File: src/design/ffp_params.svh
// Purpose: Constants of the four phase fetch and execute pipeline.
// Assumes: Included by its bare name from the pipeline module only; the package does not include it.
// Notes:   Addresses are data memory locations that the core maps onto its own registers.
`ifndef FFP_PARAMS_SVH
`define FFP_PARAMS_SVH

// ----------------------------------------------------------------------------
// Mapped core registers in data memory
// ----------------------------------------------------------------------------
`define FFP_ADDR_IND              8'h00
`define FFP_ADDR_PTR              8'h01
`define FFP_ADDR_ACC              8'h05
`define FFP_ADDR_PC_LOW_BYTE      8'h06

// ----------------------------------------------------------------------------
// Reset values
// ----------------------------------------------------------------------------
`define FFP_PC_RST        13'h0000
`define FFP_BYTE_RST      8'h00
`define FFP_WORD_RST      16'h0000

// ----------------------------------------------------------------------------
// Instruction and program counter page field positions
// ----------------------------------------------------------------------------
`define FFP_FN_HI         12
`define FFP_FN_LO         10
`define FFP_MADDR_HI      7
`define FFP_PAGE_HI       12
`define FFP_PAGE_LO       8

`endif

File: src/design/ffp_pkg.sv
// Purpose: Types of the four phase fetch and execute pipeline.
// Assumes: Nothing; it uses no constant of the header.
// Notes:   The instruction encoding is a reduced one for this sequencer only.
package ffp_pkg;

    typedef logic [12:0] ffp_pc_t;
    typedef logic [7:0]  ffp_byte_t;

    typedef enum logic [1:0]
    {
        ph_t1 = 2'b00,
        ph_t2 = 2'b01,
        ph_t3 = 2'b10,
        ph_t4 = 2'b11
    } ffp_phase_t;

    typedef enum logic [1:0]
    {
        ext_high_speed_crystal = 2'b00,
        ext_low_speed_crystal  = 2'b01,
        int_high_speed_rc      = 2'b10,
        int_low_speed_rc       = 2'b11
    } ffp_clk_src_t;

    typedef enum logic [2:0]
    {
        op_alu      = 3'b000,
        op_alu_ext  = 3'b001,
        op_jump     = 3'b010,
        op_call     = 3'b011,
        op_skip_z   = 3'b100,
        op_store    = 3'b101,
        op_nop      = 3'b110
    } ffp_op_t;

    typedef struct packed
    {
        ffp_op_t     op;
        logic [12:0] body;
    } ffp_insn_t;

    typedef struct packed
    {
        ffp_byte_t addr;
        ffp_byte_t wdata;
        logic      we;
    } ffp_dm_req_t;

endpackage

File: src/design/ffp_pipeline.sv
// Purpose: Phase generator, prefetch and execute sequencing of a small 8-bit core.
// Assumes: Oscillator ticks are one-cycle enables synchronous to I_CORE_CLK.
// Notes:   Program memory answers combinationally while O_PM_RD is high.
`timescale 1ns/1ps
`include "ffp_params.svh"

module ffp_pipeline
(
    input  wire logic                  I_CORE_CLK,
    input  wire logic                  I_NRST,
    input  wire logic [3:0]            I_OSC_TICK,
    input  wire ffp_pkg::ffp_clk_src_t I_CLK_SEL,
    output logic [3:0]                 O_PHASE_CLOCKS,
    output logic                       O_CYCLE_END,
    output logic                       O_PM_RD,
    output ffp_pkg::ffp_pc_t           O_PM_ADDR,
    input  wire logic [15:0]           I_PM_DATA,
    output ffp_pkg::ffp_dm_req_t       O_DM_REQ,
    input  wire ffp_pkg::ffp_byte_t    I_DM_RDATA,
    output ffp_pkg::ffp_byte_t         O_ACC,
    output logic                       O_STACK_PUSH,
    output ffp_pkg::ffp_pc_t           O_RET_ADDR
);
    import ffp_pkg::*;

    // ------------------------------------------------------------------------
    // State
    // ------------------------------------------------------------------------
    ffp_phase_t  phase_r,    phase_nxt;
    ffp_pc_t     pc_r,       pc_nxt;
    ffp_insn_t   fetch_ir_r, fetch_ir_nxt;
    logic        fetch_v_r,  fetch_v_nxt;
    ffp_insn_t   exec_ir_r,  exec_ir_nxt;
    logic        exec_v_r,   exec_v_nxt;
    logic        ext_r,      ext_nxt;
    ffp_byte_t   acc_r,      acc_nxt;
    ffp_byte_t   ptr_r,      ptr_nxt;
    ffp_byte_t   opnd_r,     opnd_nxt;
    ffp_dm_req_t dm_r,       dm_nxt;
    logic        push_r,     push_nxt;
    ffp_pc_t     ret_r,      ret_nxt;

    logic        tick;
    logic        redirect;
    ffp_byte_t   maddr;
    ffp_byte_t   ea;
    ffp_byte_t   rd_val;
    ffp_byte_t   alu_res;

    // ------------------------------------------------------------------------
    // ALU
    // ------------------------------------------------------------------------
    function automatic ffp_byte_t ffp_alu(input logic [2:0] fn, input ffp_byte_t a, input ffp_byte_t b);
        case (fn)
            3'h0:    ffp_alu = a + b;
            3'h1:    ffp_alu = a - b;
            3'h2:    ffp_alu = a & b;
            3'h3:    ffp_alu = a | b;
            3'h4:    ffp_alu = a ^ b;
            3'h5:    ffp_alu = {b[0], b[7:1]};
            3'h6:    ffp_alu = b + 8'h01;
            3'h7:    ffp_alu = b - 8'h01;
            default: ffp_alu = a;
        endcase
    endfunction

    assign tick           = I_OSC_TICK[I_CLK_SEL];
    assign O_PHASE_CLOCKS = 4'h1 << phase_r;
    assign O_CYCLE_END    = tick && (phase_r == ph_t4);
    assign O_PM_RD        = (phase_r == ph_t1) && !ext_r;
    assign O_PM_ADDR      = pc_r;
    assign O_DM_REQ       = dm_r;
    assign O_ACC          = acc_r;
    assign O_STACK_PUSH   = push_r;
    assign O_RET_ADDR     = ret_r;

    // Indirect access goes through the pointer register, as any other core register would.
    assign maddr   = exec_ir_r.body[`FFP_MADDR_HI:0];
    assign ea      = (maddr == `FFP_ADDR_IND) ? ptr_r : maddr;
    assign alu_res = ffp_alu(exec_ir_r.body[`FFP_FN_HI:`FFP_FN_LO], acc_r, opnd_r);

    always_comb
    begin
        case (ea)
            `FFP_ADDR_ACC: rd_val = acc_r;
            `FFP_ADDR_PC_LOW_BYTE: rd_val = pc_r[`FFP_MADDR_HI:0];
            `FFP_ADDR_PTR: rd_val = ptr_r;
            default:       rd_val = I_DM_RDATA;
        endcase
    end

    // ------------------------------------------------------------------------
    // Sequencer
    // ------------------------------------------------------------------------
    always_comb
    begin
        phase_nxt    = phase_r;
        pc_nxt       = pc_r;
        fetch_ir_nxt = fetch_ir_r;
        fetch_v_nxt  = fetch_v_r;
        exec_ir_nxt  = exec_ir_r;
        exec_v_nxt   = exec_v_r;
        ext_nxt      = ext_r;
        acc_nxt      = acc_r;
        ptr_nxt      = ptr_r;
        opnd_nxt     = opnd_r;
        dm_nxt       = dm_r;
        dm_nxt.we    = 1'b0;
        push_nxt     = 1'b0;
        ret_nxt      = ret_r;
        redirect     = 1'b0;
        if (tick)
        begin
            phase_nxt = ffp_phase_t'(phase_r + 2'b01);
            case (phase_r)
                ph_t1:
                begin
                    // The second cycle of an extended instruction must not fetch again.
                    if (!ext_r)
                    begin
                        fetch_ir_nxt = ffp_insn_t'(I_PM_DATA);
                        fetch_v_nxt  = 1'b1;
                        pc_nxt       = pc_r + 13'h0001;
                    end
                    dm_nxt.addr = ea;
                end
                ph_t2:
                begin
                    dm_nxt.addr = ea;
                end
                ph_t3:
                begin
                    opnd_nxt = rd_val;
                end
                ph_t4:
                begin
                    if (exec_v_r)
                    begin
                        case (exec_ir_r.op)
                            op_alu:
                            begin
                                acc_nxt = alu_res;
                            end
                            op_alu_ext:
                            begin
                                if (ext_r)
                                begin
                                    acc_nxt = alu_res;
                                end
                                ext_nxt = !ext_r;
                            end
                            op_jump:
                            begin
                                pc_nxt   = exec_ir_r.body;
                                redirect = 1'b1;
                            end
                            op_call:
                            begin
                                pc_nxt   = exec_ir_r.body;
                                ret_nxt  = pc_r - 13'h0001;
                                push_nxt = 1'b1;
                                redirect = 1'b1;
                            end
                            op_skip_z:
                            begin
                                redirect = (opnd_r == `FFP_BYTE_RST);
                            end
                            op_store:
                            begin
                                dm_nxt.addr  = ea;
                                dm_nxt.wdata = acc_r;
                                dm_nxt.we    = (ea != `FFP_ADDR_PC_LOW_BYTE) && (ea != `FFP_ADDR_PTR) &&
                                               (ea != `FFP_ADDR_ACC);
                                if (ea == `FFP_ADDR_PTR)
                                begin
                                    ptr_nxt = acc_r;
                                end
                                if (ea == `FFP_ADDR_PC_LOW_BYTE)
                                begin
                                    pc_nxt   = {pc_r[`FFP_PAGE_HI:`FFP_PAGE_LO], acc_r};
                                    redirect = 1'b1;
                                end
                            end
                            default:
                            begin
                            end
                        endcase
                    end
                    // A held extended instruction keeps both stages; otherwise the prefetch moves on.
                    if (!(exec_v_r && (exec_ir_r.op == op_alu_ext) && !ext_r))
                    begin
                        exec_ir_nxt = fetch_ir_r;
                        exec_v_nxt  = fetch_v_r && !redirect;
                        fetch_v_nxt = 1'b0;
                    end
                end
                default:
                begin
                end
            endcase
        end
    end

    always_ff @(posedge I_CORE_CLK)
    begin
        if (!I_NRST)
        begin
            phase_r    <= ph_t1;
            pc_r       <= `FFP_PC_RST;
            fetch_ir_r <= ffp_insn_t'(`FFP_WORD_RST);
            fetch_v_r  <= 1'b0;
            exec_ir_r  <= ffp_insn_t'(`FFP_WORD_RST);
            exec_v_r   <= 1'b0;
            ext_r      <= 1'b0;
            acc_r      <= `FFP_BYTE_RST;
            ptr_r      <= `FFP_BYTE_RST;
            opnd_r     <= `FFP_BYTE_RST;
            dm_r       <= '0;
            push_r     <= 1'b0;
            ret_r      <= `FFP_PC_RST;
        end
        else
        begin
            phase_r    <= phase_nxt;
            pc_r       <= pc_nxt;
            fetch_ir_r <= fetch_ir_nxt;
            fetch_v_r  <= fetch_v_nxt;
            exec_ir_r  <= exec_ir_nxt;
            exec_v_r   <= exec_v_nxt;
            ext_r      <= ext_nxt;
            acc_r      <= acc_nxt;
            ptr_r      <= ptr_nxt;
            opnd_r     <= opnd_nxt;
            dm_r       <= dm_nxt;
            push_r     <= push_nxt;
            ret_r      <= ret_nxt;
        end
    end

    // ------------------------------------------------------------------------
    // Checks
    // ------------------------------------------------------------------------
    phase_onehot_a: assert property (@(posedge I_CORE_CLK) disable iff (!I_NRST)
        $onehot(O_PHASE_CLOCKS)) else $error("phase clocks overlap");
    src_select_a: assert property (@(posedge I_CORE_CLK) disable iff (!I_NRST)
        !I_OSC_TICK[I_CLK_SEL] |=> $stable(phase_r)) else $error("phase moved without selected tick");
    cycle_wrap_a: assert property (@(posedge I_CORE_CLK) disable iff (!I_NRST)
        O_CYCLE_END |=> phase_r == ph_t1) else $error("cycle did not wrap to first phase");
    pc_step_a: assert property (@(posedge I_CORE_CLK) disable iff (!I_NRST)
        (O_PM_RD && tick) |=> (pc_r == $past(pc_r) + 13'h0001) && fetch_v_r) else $error("no step on fetch");
    dm_write_late_a: assert property (@(posedge I_CORE_CLK) disable iff (!I_NRST)
        O_DM_REQ.we |-> $past(phase_r) == ph_t4) else $error("data write outside last phase");
    branch_flush_a: assert property (@(posedge I_CORE_CLK) disable iff (!I_NRST)
        (O_CYCLE_END && redirect) |=> !exec_v_r && !fetch_v_r) else $error("prefetch survived redirect");
    ext_hold_a: assert property (@(posedge I_CORE_CLK) disable iff (!I_NRST)
        (O_CYCLE_END && exec_v_r && exec_ir_r.op == op_alu_ext && !ext_r) |=> ext_r && $stable(acc_r))
        else $error("extended instruction did not hold");
    call_push_a: assert property (@(posedge I_CORE_CLK) disable iff (!I_NRST)
        O_STACK_PUSH |-> (O_RET_ADDR == $past(pc_r) - 13'h0001) && !exec_v_r) else $error("bad call push");
    pc_low_page_a: assert property (@(posedge I_CORE_CLK) disable iff (!I_NRST)
        (O_CYCLE_END && exec_v_r && exec_ir_r.op == op_store && ea == `FFP_ADDR_PC_LOW_BYTE)
        |=> pc_r == {$past(pc_r[12:8]), $past(acc_r)}) else $error("low byte write left page");
    reset_empty_a: assert property (@(posedge I_CORE_CLK)
        !I_NRST |=> !exec_v_r && !fetch_v_r) else $error("pipeline valid after reset");

endmodule

File: config.mk
export PLATFORM = sky130hd
export DESIGN_NAME = ffp_pipeline
export DESIGN_NICKNAME = d
export VERILOG_FILES = /design/src/design/ffp_pkg.sv /design/src/design/ffp_pipeline.sv
export VERILOG_INCLUDE_DIRS = /design/src /design/src/design
export SDC_FILE = /design/constraint.sdc
export NUM_CORES = 1
export LEC_CHECK = 0
export BUFFER_PORTS_ARGS = -buffer_cell sky130_fd_sc_hd__buf_2
export CAP_MARGIN = 20
export CORE_MARGIN = 2
export CORE_UTILIZATION = 54
export CTS_BUF_LIST = sky130_fd_sc_hd__clkbuf_8
export DETAILED_ROUTE_END_ITERATION = 8
export MAX_ROUTING_LAYER = met4
export PLACE_DENSITY = 0.81
export SLEW_MARGIN = 10
export SYNTH_ARGS = -nofsm -noshare
export SYNTH_HDL_FRONTEND = slang
export SYNTH_SLANG_ARGS = --single-unit
File: constraint.sdc
create_clock -name I_CORE_CLK -period 2.23 [get_ports I_CORE_CLK]
set_input_delay 0.1115 -clock I_CORE_CLK [delete_from_list [all_inputs] [get_ports I_CORE_CLK]]
set_output_delay 0.1115 -clock I_CORE_CLK [all_outputs]
set_load 0.01 [all_outputs]
# [Word-level counts from Yosys, hierarchy flattened]
# Cells that the tools add are included.
# Widths: inputs -> output; s select.
[classes] n_reduce_logical=33 muxes=24 n_eq_ne=30 n_lt_le_gt_ge=1 n_shift=1 n_bitwise=5 n_addsub=7
[op_table] operator="$pmux 8 s8" n=1
[op_table] operator="$pmux 13 s2" n=2
[op_table] operator="$mux 17" n=2
[op_table] operator="$pmux 8 s2" n=2
[op_table] operator="$mux 13" n=2
[op_table] operator="$mux 8" n=3
[op_table] operator="$pmux 8 s3" n=1
[op_table] operator="$reduce_and 4->1" n=6
[op_table] operator="$eq 3x3->1 const B" n=6
[op_table] operator="$eq 8x3->1 const B" n=2
[op_table] operator="$logic_not 8->1" n=2
[op_table] operator="$ne 8x3->1 const B" n=2
[op_table] operator="$reduce_and 5->1" n=3
[op_table] operator="$add 13x1->13 const B" n=1
[op_table] operator="$sub 13x1->13 const B" n=1
[op_table] operator="$eq 3x2->1 const B" n=4
[op_table] operator="$ne 2x2->1 const B" n=6
[op_table] operator="$reduce_and 6->1" n=2
[op_table] operator="$add 8x1->8 const B" n=1
[op_table] operator="$add 8x8->8" n=1
[op_table] operator="$and 8x8->8" n=1
[op_table] operator="$eq 8x1->1 const B" n=1
[op_table] operator="$mux 1" n=8
[op_table] operator="$ne 8x1->1 const B" n=1
[op_table] operator="25 further kinds" n=40
[word_totals] in_bits=32 ff_bits=105 out_inout_bits=58 wordCells=119

# [Longest topological paths before layout]
# Gate-level depths: netlist of the first run.
[depth] word_depth=10 ltp_mapped=12 mapped_depth_nobuf=11

# [Worst setup path before layout of the first run]
# OpenSTA, ideal clock, no wires.
[synth_path] path_kind="register -> register" start="reg exec_ir_r[11] in the netlist's numbering" end="reg acc_r[4] (netlist: O_ACC[4])" arrival_ps=2321 path_slack_ps=-219 setup_time_ps=128 required_ps=2102 path_stages_with_launch=12 path_cell_list="dfxtp_1 -> clkbuf_1 -> nand2_1 -> nor2_1 -> a21oi_1 -> fa_1 -> a21o_1 -> a21oi_1 -> xor2_1 -> a21oi_1 -> a22oi_1 -> nor2_1"
[synth_via] elab_chain_cells=4
[synth_rtl] item="start: declaration" line_no="ffp_pipeline.sv:33" source="ffp_insn_t exec_ir_r, exec_ir_nxt;"
[synth_rtl] item="start signal: assignment" line_no="ffp_pipeline.sv:212" source="exec_ir_r <= ffp_insn_t'(`FFP_WORD_RST);"
[synth_rtl] item="start signal: assignment" line_no="ffp_pipeline.sv:228" source="exec_ir_r <= exec_ir_nxt;"
[synth_rtl] item="$eq 3x3->1, or another cell as far along" line_no="ffp_pipeline.sv:54" source="case (fn)"
[synth_rtl] item="$pmux 8 s8 (*)" line_no="ffp_pipeline.sv:54"
[synth_rtl] item="$mux 8" line_no="ffp_pipeline.sv:146" source="if (ext_r)"
[synth_rtl] item="$pmux 8 s2 (*)" line_no="ffp_pipeline.sv:139" source="case (exec_ir_r.op)"
[synth_rtl] item="end signal: assignment" line_no="ffp_pipeline.sv:215" source="acc_r <= `FFP_BYTE_RST;"
[synth_rtl] item="end signal: assignment" line_no="ffp_pipeline.sv:231" source="acc_r <= acc_nxt;"
[synth_rtl] item="end: declaration" line_no="ffp_pipeline.sv:36" source="ffp_byte_t acc_r, acc_nxt;"
# Every way passes the cells marked *; elsewhere a longest branch is shown, timed or not. The select of a mux whose other input is x is not followed.
# A chain may end at the register's enable or synchronous reset.

# [Worst setup path in the final report of the first run]
[layout_path] start="reg acc_r[1] (netlist: O_ACC[1])" end="reg acc_r[7] (netlist: O_ACC[7])"
[layout_via] elab_chain_cells=4
[layout_rtl] item="$sub 8x8->8 / $add 8x8->8 (equally long branches)" line_no="ffp_pipeline.sv:56, ffp_pipeline.sv:55"
[layout_rtl] item="$pmux 8 s8 (*)" line_no="ffp_pipeline.sv:54"
[layout_rtl] item="$mux 8" line_no="ffp_pipeline.sv:146"
[layout_rtl] item="$pmux 8 s2 (*)" line_no="ffp_pipeline.sv:139"
# Marked as above.

==> results of run 1 <==
[timing repair]
action	in CTS	in global routing
hold endpoints to repair	16	0
pin swaps	7	14
setup buffers	4	7
cloned	0	0
hold buffers	16	0
resized for setup	5	27
endpoints found under the setup margin	3	29
[cells by family after synthesis]
family / count (synthesis)
compound gates: 219
xor+xnor: 26
fa+ha+maj: 39
buf+inv: 85
flops: 105
mux: 36
simple gates: 277
[layer usage]
metal	routed length (um)	part of all wire
met2	8640	0.46
met3	1700	0.090
met5	0	0
met1	8110	0.43
met4	534	0.028
[metrics by stage]
| step | utilization | power [mW] |
|---|---|---|
| 3_5_place_dp | 0.640 | 2.86 |
| 3_3_place_gp | 0.640 | 2.84 |
| 6_report | 0.691 | 4.13 |
| 2_1_floorplan | - | 2.59 |
| 5_1_grt | 0.691 | 4.29 |
| 4_1_cts | 0.676 | 4.09 |
[area by class of cell]
cell class / count / area [um2] / share of cell area
timing repair buffer: 192 / 1270 / 0.163
tap: 143 / 179 / 0.0229
sequential: 105 / 2110 / 0.269
clock inverter: 7 / 78.8 / 0.0101
multi-input combinational: 597 / 3920 / 0.501
clock buffer: 9 / 124 / 0.0158
inverter: 36 / 143 / 0.0182
[critical path, delay by kind of cell, from the launching register on]
| family | cells | cell delay [ps] |
|---|---|---|
| fa+ha+maj | 1 | 350 |
| compound gates | 3 | 260 |
| flops | 1 | 350 |
| xor+xnor | 1 | 150 |
| buf+inv | 2 | 190 |
| simple gates | 4 | 720 |
| mux | 1 | 160 |
[path summary, 6_finish.rpt]
kind	to	cells past startpoint
setup / recovery	O_ACC[7]	12
hold / removal	opnd_r[3]	3
setup reg to reg	O_ACC[7]	12
hold reg to reg	fetch_ir_r[8]	2
[registers in the layout, indices dropped and copies added (netlist names)]
register / cells
exec_ir_r: 16
O_DM_REQ: 17
phase_r: 2
O_RET_ADDR: 13
exec_v_r: 1
O_PM_ADDR: 13
ptr_r: 8
O_STACK_PUSH: 1
fetch_v_r: 1
O_ACC: 8
ext_r: 1
fetch_ir_r: 16
opnd_r: 8
[layout by cell type, fill, tap and decap left out, drive strengths merged, types with 3 or more instances in the layout]
cell	count
o21bai	5
ha	37
xor2	9
o21ai	39
clkinv	3
a21oi	80
inv	38
o221ai	5
nand2b	4
a21o	3
o22ai	11
mux2i	34
clkbuf	9
o211ai	10
nor4	10
nor2b	11
and2	5
buf	176
dfxtp	105
o21a	3
nor3	18
a221oi	12
dlygate4sd3	16
a211oi	19
xnor2	17
a31oi	11
nand3	18
or3	7
nor2	105
a22oi	4
nand3b	4
nand2	80
and3	7
[power by group through the flow]
stage	clock (mW)	sequential (mW)	combinational, mW
floorplan	0	2.06	0.529
global placement	0	2.05	0.787
detailed placement	0	2.06	0.805
CTS	1.24	2.01	0.836
global route	1.31	2.02	0.967
finish	1.24	2.01	0.879
==> run metrics, run 1 <==
run status complete, but fails checks; failing checks setup timing; cell area after synthesis 6220 um2; cell with the most instances after synthesis dfxtp_1; Final Hold Viols 0; fin nets 1012; TNS Setup -115 ps; combinational share of power 0.213; Hold Crit Start I_DM_RDATA[3]; Total GRT Usage 0.309; relative slew slack 0.485; row count 39; vias per cell 5.91; Commonest cells post-synth dfxtp_1, nor2_1, a21oi_1; Post-Synth XOR/XNOR Area 0.0366; Synth Register Bits 105; Synth async-reset ratio 0; Worst-path clk slew 110 ps; period utilisation layout 1.03; endpoints failing setup 3; Syn Inst Count 787; Routability Congestion 1.01; Synth area leaders dfxtp_1, ha_1, a21oi_1; top-area cell type share of the netlist area 0.338; dominant cell type by area after synthesis dfxtp_1; Post-Synth Simple-Gate Area 0.208; RSZ-0062 raised after global routing true; post-route cell area 7820 um2; CTS tree yes; number of flops mapped to enable cells by yosys 0; CP startpoint O_ACC[1]; gr ovfl total 0; Power Density 528 nW/um2; internal power 2.88 mW; Compound-Gate Fraction of Synth Area 0.221; DIE HEIGHT 111 um; Max Clock Freq 435 MHz; met2 Use GR 0.478; diodes inserted 0; CORE AREA 11300 um2; Clock power frac 0.300; Worst Slack Setup Final -69.8 ps; I/O pin cnt 90; IR drop worst, VDD 0.901 mV; Layout Cells excl Fill 1089; Global Route met3 Usage 0.0822; filler cell count in the final layout 931; Setup crit end kind flop; CTS buffer count 9; Starting Density 0.550; syn avg cell area 7.91 um2; drt pass-1 iters 5; largest net degree at the start of global routing 46; post-synthesis sequential area ratio 0.338; Fin Hold WS 42.3 ps; Place WS -68.2 ps; DRT Wirelength 19000 um; largest family of logic cells by synthesized area compound AO/OA/AOI/OAI gates; critical-path cell list inv_4 -> buf_4 -> nand3_2 -> xnor2_2 -> a21oi_1 -> ha_1 -> and2_1 -> o21ai_1 -> and3_4 -> or3_1 -> mux2i_1 -> o31ai_1; Leak 3.44 nW; maximum clock path buffer count 2; sequential share of power 0.488; Worst Skew 11.5 ps; GRT busiest layer met2; Netlist cell types 65; Slew @ Worst Pin 771 ps; CTS sink count 105; clk_lat worst skew 390 ps; Inst Count DP 1046; post-route ant nets 0; initial antenna violation count 0; first-pass GRT wire length 29800 um; post-synthesis mux area share 0.0601; P_sw 1.25 mW; Yosys warning total 0; vias post-DR 6431; chip width 111 um; drt drc 0; Sw Share 0.303; Synth Area in Adders 0.0808; CTS root buffer clkbuf_8; highest-delay cell along the critical path dfxtp_2; HP Class input pin to flop; reg2reg setup slack -70 ps; number of global-route vias before repair 5837; max incr delay on CP 350 ps; startpoint types flop; Worst R2R Start O_ACC[1]; wire length per cell 17.4 um; WP data arrival 2580 ps; largest fanout on the critical path 5; Synth Net Count 858; ys flop type dfxtp_1; layout cells sized above 1 0.253; Iter 0 DRT Violations 553; die area 12400 um2; I/O Buffers 89; max cap viols 0; met1 Use GR 0.401; DP HPWL 13600 um; Post-DP Area 7250 um2; H-tree levels 3; Syn-to-layout area delta 25.6%; Pins Over Slew Limit 0; fin crit period 2300 ps; Worst Path Required 2510 ps; Critical Setup Path Class flop to flop
Note: power is estimated with default switching activity, not from simulation.
==> run 2: changes to the inputs <==
--- a/config.mk
+++ b/config.mk
@@ -11,9 +11,11 @@
 export CORE_MARGIN = 2
 export CORE_UTILIZATION = 54
 export CTS_BUF_LIST = sky130_fd_sc_hd__clkbuf_8
+export CTS_CLUSTER_DIAMETER = 150
 export DETAILED_ROUTE_END_ITERATION = 8
 export MAX_ROUTING_LAYER = met4
 export PLACE_DENSITY = 0.81
+export SETUP_SLACK_MARGIN = 0.4
 export SLEW_MARGIN = 10
 export SYNTH_ARGS = -nofsm -noshare
 export SYNTH_HDL_FRONTEND = slang
==> run 2 against run 1 <==
  * Via count is 3.0% higher
  * Critical path type unchanged
  * Setup slack better by 110 ps
  * Sequential cell count stayed put
  * The flow now finishes without violations
  * Largest power group unchanged
  * Highest routed layer unchanged
==> run metrics, run 2 (synthesis results as in run 1) <==
Layout Cells excl Fill 1091 (+0.18%); DRT Wirelength 20200 um (+6.6%); largest fanout on the critical path 6 (+1); Inst Count DP 1025 (-2.0%); CP startpoint O_ACC[0]; max incr delay on CP 380 ps (+30 ps); Pins Over Slew Limit 0 (unchanged); CTS tree yes; diodes inserted 0 (unchanged); initial antenna violation count 0 (unchanged); highest-delay cell along the critical path dfxtp_4; Worst path depth 10 (-2); Setup crit end kind flop; sequential share of power 0.482 (-0.006); maximum clock path buffer count 2 (unchanged); HP Class input pin to flop; DP HPWL 13400 um (-1.8%); WHS Path Cells 3 (unchanged); fin crit period 2190 ps (-114 ps); Syn-to-layout area delta 31.7%; chip width 111 um (unchanged); gr ovfl total 0 (unchanged); internal power 2.85 mW (-0.82%); drt drc 0 (unchanged); Post-DP Area 7180 um2 (-0.88%); IR drop worst, VDD 0.462 mV (-49%); Leak 3.57 nW (+3.8%); Routability Congestion 1.03 (+1.9%); CTS root buffer clkbuf_8; vias per cell 6.07 (+2.8%); max cap viols 0 (unchanged); layout cells sized above 1 0.315 (+0.0628); fin nets 1014 (+0.20%); Worst Skew 7.56 ps (-3.96 ps); critical-path cell list inv_6 -> ha_4 -> a21oi_2 -> ha_1 -> nor2b_2 -> o2111ai_2 -> and3_4 -> or3_1 -> mux2i_1 -> o31ai_1; CTS buffer count 9 (unchanged); Slew @ Worst Pin 798 ps (+26.7 ps); post-route ant nets 0 (unchanged); Worst Path Required 2510 ps (about the same); Worst-path clk slew 100 ps (about the same); Final Hold Viols 0 (unchanged); Layout Utilization 0.724 (+0.0336); die area 12400 um2 (unchanged); R2R depth 10 (-2); P_sw 1.31 mW (+4.4%); worst setup path endpoint O_ACC[7]; H-tree levels 3 (unchanged); RSZ-0062 raised after global routing true; I/O pin cnt 90 (unchanged); commonest non-fill, non-tap cell in the layout nor2_1; Clock power frac 0.266 (-0.034); Critical Setup Path Class flop to flop; Power Density 508 nW/um2 (-3.9%); Worst Slack Setup Final 44.5 ps (+114 ps); CORE AREA 11300 um2 (unchanged); I/O Buffers 89 (unchanged); Starting Density 0.550 (unchanged); Top delay family on crit path simple AND/OR/NAND/NOR gates; DIE HEIGHT 111 um (unchanged); WP data arrival 2470 ps (-110 ps); period utilisation layout 0.980 (-0.0512); number of global-route vias before repair 5915 (+1.3%); R2R Path End O_ACC[7]; Fin Hold WS 42.3 ps (+0.0454 ps); wire length per cell 18.5 um (+6.4%); run status finished, final reports clean; drt pass-1 iters 6 (+1); Total GRT Usage 0.315 (+0.00573); filler cell count in the final layout 834 (-10%); leading cell types in the layout, fill and taps excluded nor2_1, buf_2, dfxtp_1; endpoints failing setup 0 (-3); Sw Share 0.314 (+0.0110); startpoint types flop; Worst R2R Start O_ACC[0]; clk_lat worst skew 390 ps (about the same); post-route cell area 8200 um2 (+4.9%); Place WS -19.4 ps (+48.9 ps); Iter 0 DRT Violations 715 (+29%); reg2reg setup slack 40 ps (+110 ps); relative slew slack 0.468 (-0.0178); row count 39 (unchanged); first-pass GRT wire length 30400 um (+1.9%); Max Clock Freq 458 MHz (+5.2%); Bufs and invs on worst path 1 (-1); number of flip-flops under the largest register name 17 (unchanged); vias post-DR 6622 (+3.0%); combinational share of power 0.253 (+0.040); CTS sink count 105 (unchanged); largest net degree at the start of global routing 41 (-11%)
[run 2: layout make-up]
class                           instances  area [um2]  area share
Clock buffer                            9         124      0.0151
Clock inverter                          7        47.5     0.00580
Inverter                               36         153      0.0186
Multi-Input combinational cell        597        4220       0.515
Sequential cell                       105        2150       0.262
Tap cell                              143         179      0.0218
Timing Repair Buffer                  194        1330       0.162
[run 2: metal layers]
metal / wire length, um / up-vias / GRT usage
met4: 909 / 0 / 0.123
li1: - / 3112 / -
met2: 9170 / 367 / 0.486
met5: 0 / - / -
met3: 1670 / 87 / 0.0702
met1: 8480 / 3056 / 0.405
[run 2: worst min-delay path by stage]
stage                              from             end  slack (ps)
final                     I_DM_RDATA[7]       opnd_r[7]          40
after global placement     I_PM_DATA[6]   fetch_ir_r[6]         350
after floorplan            I_PM_DATA[0]   fetch_ir_r[0]         250
after detailed placement  I_PM_DATA[12]  fetch_ir_r[12]         360
after CTS                 I_DM_RDATA[7]       opnd_r[7]          40
after global routing      I_DM_RDATA[0]       opnd_r[0]          40
[run 2: worst min-delay path: stages]
cell and delay [ps]:
buf_2 100, a221oi_2 60, a21oi_1 120
[run 2: through the flow]
stage	TNS [ps]	power, mW
2_1_floorplan	0	2.60
3_3_place_gp	0	2.85
3_5_place_dp	-19.4	2.86
4_1_cts	0	4.02
5_1_grt	-99.7	4.32
6_report	0	4.16
[run 2: timing repair]
item	4_1_cts	5_1_grt
pin swaps	27	33
setup endpoints to repair	36	76
hold buffers	16	0
hold endpoints to repair	16	0
resized for setup	58	57
buffers inserted	15	17
cloned	1	1
[run 2: power by group through the flow]
stage | Combinational [mW] | Sequential [mW] | Clock (mW)
2_1_floorplan | 0.542 | 2.06 | 0
6_report | 1.05 | 2.00 | 1.11
3_5_place_dp | 0.815 | 2.05 | 0
5_1_grt | 1.13 | 2.01 | 1.18
3_3_place_gp | 0.803 | 2.04 | 0
4_1_cts | 0.912 | 2.00 | 1.10
